**src/verilog/cwu_pkg.sv**
```systemverilog
`default_nettype none
package cwu_pkg;

  // Bus geometry
  localparam int          APB_AW        = 8;
  localparam int          APB_DW        = 32;

  // Register byte offsets
  localparam logic [7:0]  OFS_WAVE_CTRL0   = 8'h00;
  localparam logic [7:0]  OFS_WAVE_CTRL1   = 8'h04;
  localparam logic [7:0]  OFS_CLOCK_SEL    = 8'h08;
  localparam logic [7:0]  OFS_INPUT_SEL    = 8'h0C;
  localparam logic [7:0]  OFS_RISE_DB      = 8'h10;
  localparam logic [7:0]  OFS_FALL_DB      = 8'h14;
  localparam logic [7:0]  OFS_STEERING     = 8'h18;
  localparam logic [7:0]  OFS_PIN_DRIVE_EN = 8'h1C;
  localparam logic [7:0]  OFS_STATUS       = 8'h20;

  // Field positions in wave_ctrl0
  localparam int          CTRL0_EN_BIT     = 0;
  localparam int          CTRL0_MODE_LSB   = 1;
  localparam int          CTRL0_LOAD_BIT   = 4;
  // Field positions in steering_ctrl_reg
  localparam int          STEER_SEL_LSB    = 0;
  localparam int          STEER_LVL_LSB    = 4;

  // Widths
  localparam int          DB_W             = 6;
  localparam int          NUM_OUT          = 4;
  localparam int          NUM_SRC          = 16;

  // Reset values
  localparam logic [3:0]  RST_INVERT_SEL   = 4'hF;
  localparam logic [3:0]  RST_INPUT_SEL    = 4'h0;
  localparam logic [5:0]  RST_DEADBAND     = 6'h00;
  localparam logic [3:0]  RST_STEER        = 4'h0;
  localparam logic [3:0]  RST_PIN_EN       = 4'h0;

  // Module clock rates, in MHz
  localparam logic [7:0]  SYS_CLK_MHZ      = 8'h7D;
  localparam logic [7:0]  FAST_OSC_MHZ     = 8'h10;

  // Operating modes
  typedef enum logic [2:0] {
    CWU_STEER_ASYNC = 3'h0,
    CWU_STEER_SYNC  = 3'h1,
    CWU_FB_FWD      = 3'h2,
    CWU_FB_REV      = 3'h3,
    CWU_HALF_BRIDGE = 3'h4,
    CWU_PUSH_PULL   = 3'h5
  } cwu_mode_t;

endpackage : cwu_pkg
`default_nettype wire

```
**src/verilog/cwu_top.sv**
```systemverilog
// Contract
// RULE_01: Half-bridge drives A as true and B as inverted input, with dead band.
// RULE_02: Half-bridge drives C and D like A and B, own polarity each.
// RULE_03: Push-pull sends input pulses alternately to A and B, first on A.
// RULE_04: Push-pull sequencer resets while disabled or on shutdown event.
// RULE_05: Push-pull C and D copy A and B with their own polarity.
// RULE_06: Forward full-bridge: A active, B and C inactive, D modulated.
// RULE_07: Reverse full-bridge: C active, A and D inactive, B modulated.
// RULE_08: Direction flips by mode bit 0 alone while running.
// RULE_09: After direction change A and C switch at rise; modulated delayed.
// RULE_10: Sync steering updates at next rising input; async at once.
// RULE_11: One select bit picks system clock or 16 MHz oscillator tick.
// RULE_12: Input-select register picks one of sixteen waveform sources.
// RULE_13: Each output has its own enable; clear means no pin control.
// RULE_14: While module disabled, enables and drive levels have no effect.
// RULE_15: Polarity bit set is active-high; overrides and steering unaffected.
// RULE_16: Two 6-bit counters: rising/reverse and falling/forward dead band.
// RULE_17: Dead band counts module clocks from zero up to register value.
// RULE_18: Half-bridge count sets delay from normal fall to inverted rise.
// RULE_19: Rise value delays A (half) or B (full); fall delays B or D.
// RULE_20: Dead bands double-buffered: direct when disabled, else load bit.
// RULE_21: Input pulse shorter than dead band gives no output pulse.
// RULE_22: Dead-band delay varies by at most one module clock period.
// RULE_23: Mode 000 is async steering, 001 is sync steering.
// RULE_24: Steer bit 0 holds fixed level; 1 follows data with polarity.
// RULE_25: Load bit clears itself once buffered values transfer.
//
// Added by the designer: the register addresses and the APB interface to the registers.
`timescale 1ns/100ps
`default_nettype none
module cwu_top (
  // Clock and reset
  input  wire logic                        clk_sys_in,
  input  wire logic                        rst_n_in,
  // APB slave
  input  wire logic                        psel_in,
  input  wire logic                        penable_in,
  input  wire logic                        pwrite_in,
  input  wire logic [cwu_pkg::APB_AW-1:0]  paddr_in,
  input  wire logic [cwu_pkg::APB_DW-1:0]  pwdata_in,
  output logic      [cwu_pkg::APB_DW-1:0]  prdata_out,
  output logic                             pready_out,
  output logic                             pslverr_out,
  // Waveform sources and shutdown
  input  wire logic [cwu_pkg::NUM_SRC-1:0] wave_src_in,
  input  wire logic                        shutdown_evt_in,
  // Output pins
  output logic                             out_a_out,
  output logic                             out_b_out,
  output logic                             out_c_out,
  output logic                             out_d_out,
  output logic                             out_a_oe_out,
  output logic                             out_b_oe_out,
  output logic                             out_c_oe_out,
  output logic                             out_d_oe_out
);
  import cwu_pkg::*;

  // Register state
  logic                 en_q;
  cwu_mode_t            mode_q;
  logic                 load_q;
  logic [NUM_OUT-1:0]   invert_sel_q;
  logic                 clk_sel_q;
  logic [3:0]           input_sel_q;
  logic [DB_W-1:0]      rise_buf_q;
  logic [DB_W-1:0]      fall_buf_q;
  logic [DB_W-1:0]      rise_work_q;
  logic [DB_W-1:0]      fall_work_q;
  logic [NUM_OUT-1:0]   steer_reg_q;
  logic [NUM_OUT-1:0]   steer_lvl_q;
  logic [NUM_OUT-1:0]   pin_en_q;

  // Datapath state
  logic [7:0]           osc_acc_q;
  logic [7:0]           osc_sum;
  logic                 tick;
  logic                 data_raw;
  logic                 data_q;
  logic                 rise_evt;
  logic                 fall_evt;
  logic                 db_xfer;
  logic                 fb_mode;
  logic                 steer_mode;
  logic                 pp_phase_q;
  logic                 dir_q;
  logic                 dir_pend_q;
  logic [NUM_OUT-1:0]   steer_act_q;
  logic [NUM_OUT-1:0]   raw;
  logic [NUM_OUT-1:0]   pin_q;
  logic [NUM_OUT-1:0]   oe_q;
  logic [DB_W-1:0]      db_cnt_q [2];
  logic [DB_W-1:0]      db_lim   [2];
  logic [1:0]           db_hold;
  logic [1:0]           db_next;
  logic [1:0]           db_ok;

  // APB decode
  logic                 apb_setup;
  logic                 apb_wr;
  logic [APB_DW-1:0]    rd_mux;
  logic                 rd_hit;
  logic [APB_DW-1:0]    prdata_q;
  logic                 pslverr_q;

  assign apb_setup  = psel_in & ~penable_in;
  assign apb_wr     = psel_in & penable_in & pwrite_in;
  assign pready_out = 1'b1;
  assign prdata_out = prdata_q;
  assign pslverr_out = pslverr_q & psel_in & penable_in;

  always_comb begin
    rd_mux = '0;
    rd_hit = 1'b1;
    case (paddr_in)
      OFS_WAVE_CTRL0: begin
        rd_mux[CTRL0_EN_BIT]                  = en_q;
        rd_mux[CTRL0_MODE_LSB +: 3]           = mode_q;
        rd_mux[CTRL0_LOAD_BIT]                = load_q;
      end
      OFS_WAVE_CTRL1:   rd_mux[NUM_OUT-1:0]   = invert_sel_q;
      OFS_CLOCK_SEL:    rd_mux[0]             = clk_sel_q;
      OFS_INPUT_SEL:    rd_mux[3:0]           = input_sel_q;
      OFS_RISE_DB:      rd_mux[DB_W-1:0]      = rise_buf_q;
      OFS_FALL_DB:      rd_mux[DB_W-1:0]      = fall_buf_q;
      OFS_STEERING: begin
        rd_mux[STEER_SEL_LSB +: NUM_OUT]      = steer_reg_q;
        rd_mux[STEER_LVL_LSB +: NUM_OUT]      = steer_lvl_q;
      end
      OFS_PIN_DRIVE_EN: rd_mux[NUM_OUT-1:0]   = pin_en_q;
      OFS_STATUS: begin
        rd_mux[NUM_OUT-1:0]                   = pin_q;
        rd_mux[4]                             = data_q;
        rd_mux[5]                             = pp_phase_q;
        rd_mux[6]                             = dir_q;
        rd_mux[7]                             = dir_pend_q;
        rd_mux[8 +: DB_W]                     = rise_work_q;
        rd_mux[16 +: DB_W]                    = fall_work_q;
      end
      default:          rd_hit                = 1'b0;
    endcase
  end

  // Read data and error are captured in the setup cycle
  always_ff @(posedge clk_sys_in or negedge rst_n_in) begin
    if (!rst_n_in) begin
      prdata_q  <= '0;
      pslverr_q <= 1'b0;
    end else if (apb_setup) begin
      prdata_q  <= pwrite_in ? '0 : rd_mux;
      pslverr_q <= ~rd_hit | (pwrite_in && paddr_in == OFS_STATUS);
    end
  end

  // Software-written configuration
  always_ff @(posedge clk_sys_in or negedge rst_n_in) begin
    if (!rst_n_in) begin
      en_q         <= 1'b0;
      mode_q       <= CWU_STEER_ASYNC;
      invert_sel_q <= RST_INVERT_SEL;
      clk_sel_q    <= 1'b0;
      input_sel_q  <= RST_INPUT_SEL;
      rise_buf_q   <= RST_DEADBAND;
      fall_buf_q   <= RST_DEADBAND;
      steer_reg_q  <= RST_STEER;
      steer_lvl_q  <= RST_STEER;
      pin_en_q     <= RST_PIN_EN;
    end else if (apb_wr) begin
      case (paddr_in)
        OFS_WAVE_CTRL0: begin
          en_q   <= pwdata_in[CTRL0_EN_BIT];
          mode_q <= cwu_mode_t'(pwdata_in[CTRL0_MODE_LSB +: 3]);
        end
        OFS_WAVE_CTRL1:   invert_sel_q <= pwdata_in[NUM_OUT-1:0];
        OFS_CLOCK_SEL:    clk_sel_q    <= pwdata_in[0]; // [RULE_11]
        OFS_INPUT_SEL:    input_sel_q  <= pwdata_in[3:0];
        OFS_RISE_DB:      rise_buf_q   <= pwdata_in[DB_W-1:0];
        OFS_FALL_DB:      fall_buf_q   <= pwdata_in[DB_W-1:0];
        OFS_STEERING: begin
          steer_reg_q <= pwdata_in[STEER_SEL_LSB +: NUM_OUT];
          steer_lvl_q <= pwdata_in[STEER_LVL_LSB +: NUM_OUT];
        end
        OFS_PIN_DRIVE_EN: pin_en_q     <= pwdata_in[NUM_OUT-1:0];
        default: ;
      endcase
    end
  end

  // Load request: a software set wins over the hardware clear
  always_ff @(posedge clk_sys_in or negedge rst_n_in) begin
    if (!rst_n_in) begin
      load_q <= 1'b0;
    end else if (apb_wr && paddr_in == OFS_WAVE_CTRL0) begin
      load_q <= pwdata_in[CTRL0_LOAD_BIT];
    end else if (db_xfer) begin
      load_q <= 1'b0; // [RULE_25]
    end
  end

  // Working dead-band values
  assign db_xfer = en_q & load_q & fall_evt; // [RULE_20]
  always_ff @(posedge clk_sys_in or negedge rst_n_in) begin
    if (!rst_n_in) begin
      rise_work_q <= RST_DEADBAND;
      fall_work_q <= RST_DEADBAND;
    end else if (db_xfer) begin
      rise_work_q <= rise_buf_q; // [RULE_20]
      fall_work_q <= fall_buf_q;
    end else if (!en_q && apb_wr) begin
      if (paddr_in == OFS_RISE_DB) begin
        rise_work_q <= pwdata_in[DB_W-1:0]; // [RULE_20]
      end
      if (paddr_in == OFS_FALL_DB) begin
        fall_work_q <= pwdata_in[DB_W-1:0];
      end
    end
  end

  // Module clock tick: every cycle, or a 16 MHz rate by phase accumulation
  assign osc_sum = osc_acc_q + FAST_OSC_MHZ;
  assign tick    = ~clk_sel_q | (osc_sum >= SYS_CLK_MHZ); // [RULE_11]
  always_ff @(posedge clk_sys_in or negedge rst_n_in) begin
    if (!rst_n_in) begin
      osc_acc_q <= '0;
    end else if (!clk_sel_q) begin
      osc_acc_q <= '0;
    end else if (osc_sum >= SYS_CLK_MHZ) begin
      osc_acc_q <= osc_sum - SYS_CLK_MHZ;
    end else begin
      osc_acc_q <= osc_sum;
    end
  end

  // Input selection and sampling on the module clock
  assign data_raw = wave_src_in[input_sel_q]; // [RULE_12]
  assign rise_evt = tick & data_raw & ~data_q;
  assign fall_evt = tick & ~data_raw & data_q;
  always_ff @(posedge clk_sys_in or negedge rst_n_in) begin
    if (!rst_n_in) begin
      data_q <= 1'b0;
    end else if (tick) begin
      data_q <= data_raw; // [RULE_22]
    end
  end

  assign fb_mode    = (mode_q == CWU_FB_FWD) | (mode_q == CWU_FB_REV);
  assign steer_mode = (mode_q == CWU_STEER_ASYNC) |
                      (mode_q == CWU_STEER_SYNC);

  // Counter 0: rising or reverse; counter 1: falling or forward
  assign db_lim[0]  = rise_work_q; // [RULE_16]
  assign db_lim[1]  = fall_work_q;
  assign db_hold[0] = data_q;
  assign db_next[0] = data_raw;
  assign db_hold[1] = fb_mode ? data_q : ~data_q;
  assign db_next[1] = fb_mode ? data_raw : ~data_raw;

  for (genvar k = 0; k < 2; k++) begin : g_db
    always_ff @(posedge clk_sys_in or negedge rst_n_in) begin
      if (!rst_n_in) begin
        db_cnt_q[k] <= '0;
      end else if (tick) begin
        if (!db_next[k]) begin
          db_cnt_q[k] <= '0;
        end else if (db_hold[k] && db_cnt_q[k] < db_lim[k]) begin
          db_cnt_q[k] <= db_cnt_q[k] + 6'h01; // [RULE_17]
        end
      end
    end
    assign db_ok[k] = db_hold[k] & (db_cnt_q[k] >= db_lim[k]); // [RULE_21]
  end

  // Push-pull sequencer
  always_ff @(posedge clk_sys_in or negedge rst_n_in) begin
    if (!rst_n_in) begin
      pp_phase_q <= 1'b0;
    end else if (!en_q || shutdown_evt_in) begin
      pp_phase_q <= 1'b0; // [RULE_04]
    end else if (mode_q == CWU_PUSH_PULL && fall_evt) begin
      pp_phase_q <= ~pp_phase_q; // [RULE_03]
    end
  end

  // Full-bridge direction, applied at a rising input edge
  always_ff @(posedge clk_sys_in or negedge rst_n_in) begin
    if (!rst_n_in) begin
      dir_q      <= 1'b0;
      dir_pend_q <= 1'b0;
    end else if (fb_mode && rise_evt) begin
      dir_q      <= mode_q[0]; // [RULE_08]
      dir_pend_q <= dir_q ^ mode_q[0]; // [RULE_09]
    end else if (fall_evt) begin
      dir_pend_q <= 1'b0;
    end
  end

  // Steering selection: at once, or at a rising input edge
  always_ff @(posedge clk_sys_in or negedge rst_n_in) begin
    if (!rst_n_in) begin
      steer_act_q <= RST_STEER;
    end else if (mode_q == CWU_STEER_ASYNC) begin
      steer_act_q <= steer_reg_q; // [RULE_10] [RULE_23]
    end else if (mode_q == CWU_STEER_SYNC && rise_evt) begin
      steer_act_q <= steer_reg_q; // [RULE_10] [RULE_23]
    end
  end

  // Active-high waveforms per mode, before polarity
  always_comb begin
    raw = '0;
    case (mode_q)
      CWU_HALF_BRIDGE: begin
        raw[0] = db_ok[0]; // [RULE_01] [RULE_19]
        raw[1] = db_ok[1]; // [RULE_18] [RULE_19]
        raw[2] = db_ok[0]; // [RULE_02]
        raw[3] = db_ok[1];
      end
      CWU_PUSH_PULL: begin
        raw[0] = data_q & ~pp_phase_q; // [RULE_03]
        raw[1] = data_q & pp_phase_q;
        raw[2] = data_q & ~pp_phase_q; // [RULE_05]
        raw[3] = data_q & pp_phase_q;
      end
      CWU_FB_FWD, CWU_FB_REV: begin
        if (!dir_q) begin
          raw[0] = 1'b1; // [RULE_06]
          raw[3] = dir_pend_q ? db_ok[1] : data_q; // [RULE_06] [RULE_19]
        end else begin
          raw[2] = 1'b1; // [RULE_07]
          raw[1] = dir_pend_q ? db_ok[0] : data_q; // [RULE_07] [RULE_19]
        end
      end
      CWU_STEER_ASYNC, CWU_STEER_SYNC: begin
        raw = {NUM_OUT{data_q}};
      end
      default: raw = '0;
    endcase
  end

  // Output stage per pin
  for (genvar i = 0; i < NUM_OUT; i++) begin : g_pin
    logic pol_val;
    logic pin_d;
    assign pol_val = invert_sel_q[i] ? raw[i] : ~raw[i]; // [RULE_15]
    always_comb begin
      if (!en_q || !pin_en_q[i]) begin
        pin_d = 1'b0; // [RULE_13] [RULE_14]
      end else if (steer_mode && !steer_act_q[i]) begin
        pin_d = steer_lvl_q[i]; // [RULE_24]
      end else begin
        pin_d = pol_val; // [RULE_24]
      end
    end
    always_ff @(posedge clk_sys_in or negedge rst_n_in) begin
      if (!rst_n_in) begin
        pin_q[i] <= 1'b0;
        oe_q[i]  <= 1'b0;
      end else begin
        pin_q[i] <= pin_d;
        oe_q[i]  <= en_q & pin_en_q[i]; // [RULE_13] [RULE_14]
      end
    end
  end

  assign out_a_out    = pin_q[0];
  assign out_b_out    = pin_q[1];
  assign out_c_out    = pin_q[2];
  assign out_d_out    = pin_q[3];
  assign out_a_oe_out = oe_q[0];
  assign out_b_oe_out = oe_q[1];
  assign out_c_oe_out = oe_q[2];
  assign out_d_oe_out = oe_q[3];

endmodule : cwu_top
`default_nettype wire
```
**config.mk**
```make
export PLATFORM = sky130hd
export DESIGN_NAME = cwu_top
export DESIGN_NICKNAME = d
export VERILOG_FILES = /design/src/verilog/cwu_pkg.sv /design/src/verilog/cwu_top.sv
export SDC_FILE = /design/constraint.sdc
export NUM_CORES = 1
export LEC_CHECK = 0
export ABC_AREA = 0
export BUFFER_PORTS_ARGS = -buffer_cell sky130_fd_sc_hd__buf_2
export CAP_MARGIN = 20
export CORE_ASPECT_RATIO = 1.25
export CORE_MARGIN = 4
export CORE_UTILIZATION = 55
export CTS_CLUSTER_DIAMETER = 50
export DETAILED_ROUTE_END_ITERATION = 6
export PLACE_DENSITY_LB_ADDON = 0.1
export SYNTH_ARGS = -nofsm -noshare
export SYNTH_HDL_FRONTEND = slang
export SYNTH_SLANG_ARGS = --single-unit
```
**constraint.sdc**
```tcl
create_clock -name clk_sys_in -period 6 [get_ports clk_sys_in]
set_input_delay 0.9 -clock clk_sys_in [delete_from_list [all_inputs] [get_ports clk_sys_in]]
set_output_delay 0.9 -clock clk_sys_in [all_outputs]
set_load 0.02 [all_outputs]
```
; ---- Word-level counts from Yosys, hierarchy flattened
; Index checks and enable logic that the tools add are counted.
[op_classes]
addsub = 4
multipliers = 0
n_div = 0
order_cmp = 6
eq_ne = 15
shifts = 0
n_mux = 51
n_bitwise = 34
reduce_logical = 50
[op_table]
columns = operator, n
row1 = 6-bit 2-to-1 mux, 12
row2 = 8-bit by 5-bit equality test with 1-bit output (second input constant), 4
row3 = 1-bit 2-to-1 mux, 26
row4 = 3-bit one-hot mux with 8 select lines, 1
row5 = 2-bit AND reduction, 12
row6 = 22-bit 2-to-1 mux, 1
row7 = 1-bit AND, 19
row8 = 8-bit by 4-bit equality test with 1-bit output (second input constant), 2
row9 = 8-bit 2-to-1 mux, 2
row10 = 4-bit one-hot mux with 4 select lines, 1
row11 = 2-bit nonzero test, 7
row12 = 6-bit by 1-bit adder with 6-bit output (second input constant), 2
row13 = 6-bit >= comparator, 2
row14 = 1-bit logical AND, 12
row15 = 6-bit < comparator, 2
row16 = 1-bit inverter, 10
row17 = 1-bit logical NOT, 9
row18 = 1-bit one-hot mux with 9 select lines, 1
row19 = 9-bit OR reduction, 1
row20 = 8-bit by 5-bit adder with 8-bit output (second input constant), 1
row21 = 8-bit by 3-bit equality test with 1-bit output (second input constant), 1
row22 = 8-bit by 6-bit equality test with 1-bit output (second input constant), 1
row23 = 8-bit by 7-bit >= comparator with 1-bit output (second input constant), 1
row24 = 8-bit logical NOT, 1
row25 = 17 further kinds, 29
[totals]
regBits = 119
latch_bits = 0
ramBits = 0
romBits = 0
inputBits = 62
output_inout_bits = 42
word_cells = 191
mem_count = 0

; ---- Depth between registers and ports, before layout
[logic_depth]
word_depth = 11
ltp_mapped = 9
depth_no_buf = 8

; ---- Least setup slack after synthesis
; OpenSTA, ideal clock, no wires.
[synth_timing]
kind = in2reg
startpoint = input wave_src_in[9] in the netlist's numbering
endpoint = register steer_act_q[0]
setup_ns = 0.125
arrival_ns = 2.334
t_required_ns = 5.875
path_slack_ns = 3.542
stages = 7
n_path_buf = 1
path_cell_list = mux4_1 > mux2i_1 > mux2i_2 > buf_6 > nand2_1 > a21o_2 > mux2_2
[synth_between]
elab_chain_cells = 6
[synth_lines]
columns = item, line
row1 = from (decl), cwu_top.sv:45  ; input wire logic [cwu_pkg::NUM_SRC-1:0] wave_src_in,
row2 = 1-bit binary-select mux with 4-bit select, cwu_top.sv:235  ; assign data_raw = wave_src_in[input_sel_q];
row3 = 1-bit 2-to-1 mux (not written as such), cwu_top.sv:235
row4 = 1-bit AND (2 in a row), cwu_top.sv:236  ; assign rise_evt = tick & data_raw & ~data_q;
row5 = 1-bit logical AND, cwu_top.sv:303  ; end else if (mode_q == CWU_STEER_SYNC && rise_evt) begin
row6 = 2-bit nonzero test (no line), --
row7 = to (signal assigned), cwu_top.sv:302  ; steer_act_q <= steer_reg_q;
row8 = to (signal assigned), cwu_top.sv:304  ; steer_act_q <= steer_reg_q;
row9 = to (decl), cwu_top.sv:88  ; logic [NUM_OUT-1:0] steer_act_q;
; Every way passes these cells. The select of a mux whose other input is x is not followed.
; A chain may end at the register's enable or synchronous reset.

; ---- Final worst setup path
[layout_timing]
startpoint = input wave_src_in[11] in the netlist's numbering
endpoint = register rise_work_q[5]
[layout_between]
elab_chain_cells = 8
elab_cells_between_ends = 10
cone_classes = 3 x mux / 4 x bitwise / 3 x reduce/logical
[layout_lines]
columns = item, line
row1 = 1-bit binary-select mux with 4-bit select (*), cwu_top.sv:235
row2 = 1-bit 2-to-1 mux (not written as such) (*), cwu_top.sv:235
row3 = 1-bit inverter (*), cwu_top.sv:237  ; assign fall_evt = tick & ~data_raw & data_q;
row4 = 1-bit AND (*) (2 in a row), cwu_top.sv:237
row5 = 1-bit AND (*), cwu_top.sv:201  ; assign db_xfer = en_q & load_q & fall_evt;
row6 = 2-bit nonzero test (no line), --
row7 = 2-bit AND reduction (no line), --
row8 = to (signal assigned), cwu_top.sv:207  ; rise_work_q <= rise_buf_q;
row9 = to (signal assigned), cwu_top.sv:211  ; rise_work_q <= pwdata_in[DB_W-1:0];
row10 = to (decl), cwu_top.sv:68  ; logic [DB_W-1:0] rise_work_q;
; Mark *: on every way between the ends. The rest lies on a longest branch, timed or not. The select of a mux whose other input is x is not followed.

==> flow_metrics.py <==
metrics = {
    "route": {
        "wire_per_inst_microns": 19.0,
        "drc": 0,
        "ant_nets": 0,
        "drt-total-wl_microns": 14100,
        "first_iter_violations": 269,
        "via_per_inst": 5.99,
        "via_count": 4468,
        "firstDrtPassIters": 7,
    },
    "global_routing": {
        "grt_max_degree": 63,
        "grt_remaining_overflow": 0,
        "track_usage": 0.240,
        "antenna_found_initial": 0,
        "grt_pass1_wl_microns": 22900,
        "grt_pass1_vias": 4380,
    },
    "clocking": {
        "clkSinkCount": 107,
        "htreeDepth": 3,
        "tritoncts": "done",
        "clk-insertion-delay-late_ns": 0.35,
        "cts_hold_buf": 0,
        "cts-resized-gates": 0,
        "cts_setup_buffers": 0,
        "clk_pin_slew_ns": 0.07,
        "root_buffer": "clkbuf_16",
        "cts_buffers": 9,
        "clk_path_buf_depth": 2,
    },
    "synth": {
        "ys_types": 62,
        "synth.avg_cell_area_sq_um": 10.5,
        "synth.most_common_cell": "dfrtp_1",
        "synth_ff_type": "dfrtp_1",
        "ys_ff_latch": 107,
        "async_flop_share": 1.00,
        "synth_top_cell_by_area": "dfrtp_1",
        "yosysWarnings": 0,
        "syn_area_sq_um": 5930,
        "syn_inst": 565,
        "ys_top_cells_by_area": "dfrtp_1 43%, mux2_2 7.8%, ha_1 3.8%",
        "synth_common_cells": "103 x dfrtp_1, 41 x mux2_2, 36 x nand2_1",
        "synth-seq-area-share": 0.452,
        "synth_top_cell_area_share": 0.435,
        "synth_edf_count": 0,
    },
    "floorplan": {
        "io-pin-count": 104,
        "die_x_microns": 101,
        "die_h_microns": 124,
        "row_count": 42,
        "initial_core_util": 0.561,
        "core_area_sq_um": 10600,
        "die-area_sq_um": 12500,
    },
    "placement": {
        "io_buffer_count": 66,
        "hpwl_microns": 10500,
        "place_inst": 730,
        "gp_congestion": 0.876,
    },
    "power": {
        "pwr-share-comb": 0.079,
        "power_density_nw_per_um2": 220,
        "seqPwrFrac": 0.521,
        "power_switching_share": 0.252,
        "ir_drop_mv": 0.132,
        "intPower_mw": 1.07,
        "p_leak_nw": 3.12,
        "power_frac_clock": 0.400,
        "p_sw_mw": 0.361,
    },
    "finish": {
        "nFillCells": 878,
        "stdcell_count": 746,
        "area_growth_pct": 9.75,
        "antenna_cells": 0,
        "regArea_sq_um": 2680,
        "nets": 689,
        "layout-drive-gt1-share": 0.235,
        "multi_input_area_sq_um": 2940,
    },
    "setup_path": {
        "required_ns": 6.26,
        "path_class": "in2reg",
        "crit_arrival_ns": 3.18,
        "r2r-start": "input_sel_q[0]$_DFFE_PN0P_",
        "reg2reg_slack_ns": 3.13,
        "timing.rr.end": "rise_work_q[5]$_DFFE_PN0P_",
        "crit_fanout": 25,
        "end_kind": "flip-flop",
        "cp-start-kind": "primary input",
        "reg2regPathDepth": 6,
    },
    "timing": {
        "drv_slew": 0,
        "finalCritPeriodShare": 0.488,
        "setup_viol": 0,
        "max_slew.worst_pin.slew_ns": 0.926,
        "rsz0062_at_grt": "no",
        "slew-limit-headroom": 0.371,
        "hold_violations": 0,
        "period_needed_ns": 2.93,
        "hold_slack_ns": 0.485,
        "fmax_mhz": 342,
        "tns_ns": 0,
        "skew_ns": 0.00770,
    },
    "worst_hold_path": {
        "worstHoldStart": "prdata_out[0]$_DFFE_PN0P_",
        "hold_end": "prdata_out[0]$_DFFE_PN0P_",
        "holdPathStages": 2,
        "hold_class": "reg2reg",
    },
    "outcome": {
        "status": "finished, final reports clean",
    },
    "job": {
        "drv_cap": 0,
    },
}
-- cell type report --
cell class,instances,area share
repair buffers,68,0.0534
clock inverters,5,0.00673
flip-flops and latches,107,0.412
multi-input cells,401,0.452
well taps,132,0.0254
inverters,22,0.0127
clock buffers,11,0.0373
-- power groups by stage --
stage          Combinational, mW  Clock [mW]  Sequential [mW]
3_5_place_dp               0.113           0            0.762
4_1_cts                    0.114       0.583            0.747
6_report                   0.113       0.573            0.747
5_1_grt                    0.127       0.615            0.749
2_1_floorplan             0.0785           0            0.755
3_3_place_gp               0.110           0            0.761
-- layer usage --
metal,up-vias,track usage,wire length [microns]
li1,2110,-,-
met1,2205,0.328,6260
met2,141,0.396,6960
met3,12,0.0448,791
met4,0,0.0539,143
met5,-,0,0
-- worst max-delay path by stage --
stage                               start                    endpoint  cells past startpoint
after floorplan            wave_src_in[9]  steer_act_q[0]$_DFFE_PN0P_                      7
after global placement    wave_src_in[11]  fall_work_q[3]$_DFFE_PN0P_                      7
after detailed placement  wave_src_in[11]  rise_work_q[5]$_DFFE_PN0P_                      7
final                     wave_src_in[11]  rise_work_q[5]$_DFFE_PN0P_                      7
after CTS                 wave_src_in[11]  rise_work_q[5]$_DFFE_PN0P_                      7
after global routing          paddr_in[5]  fall_work_q[1]$_DFFE_PN0P_                      7
-- sequential cells by signal, summed over array words and instances, names as in the netlist, 3 cells and up --
signal / cells
prdata_out: 20
db_cnt_q: 12
osc_acc_q: 8
fall_buf_q: 6
fall_work_q: 6
rise_buf_q: 6
rise_work_q: 6
input_sel_q: 4
invert_sel_q: 4
pin_en_q: 4
steer_act_q: 4
steer_lvl_q: 4
steer_reg_q: 4
mode_q: 3
-- worst max-delay path, stage by stage --
cell	delay (ns)
buf_2	0.09
mux4_1	0.48
mux2i_1	0.22
mux2i_2	0.29
nor3_4	0.81
a22oi_1	0.27
o31ai_1	0.12
-- through the flow --
step | setup slack (ns) | instance area [sq um] | utilization | power [mW]
floorplan | 3.54 | 5970 | - | 0.833
global placement | 2.77 | 6220 | 0.589 | 0.870
detailed placement | 2.73 | 6220 | 0.589 | 0.874
CTS | 3.10 | 6510 | 0.616 | 1.44
global route | 2.89 | 6510 | 0.616 | 1.49
finish | 3.07 | 6510 | 0.616 | 1.43
-- logic make-up after synthesis --
family | Yosys count | synth area share
AND/OR/NAND/NOR | 160 | 0.142
AO/OA/AOI/OAI | 128 | 0.144
flip-flops | 107 | 0.452
buffers and inverters | 68 | 0.0582
multiplexers | 63 | 0.134
XOR/XNOR | 19 | 0.0306
adder cells (fa/ha/maj) | 18 | 0.0380
other | 2 | 0.00127
-- cell usage in the layout (no fill, tap or decap), drive strengths merged, types with 11 or more instances in the layout --
cell,Yosys,routed
inv,21,25
a22o,18,18
conb,2,13
buf,23,68
clkbuf,23,11
nand3,13,13
o31ai,11,11
mux2,41,41
dfrtp,103,103
a22oi,13,13
ha,18,18
xnor2,12,12
nor3,13,13
mux2i,15,15
o21ai,21,21
nor2,35,35
a21oi,34,34
nand2,36,36
Power figures use the tool's default switching activity.
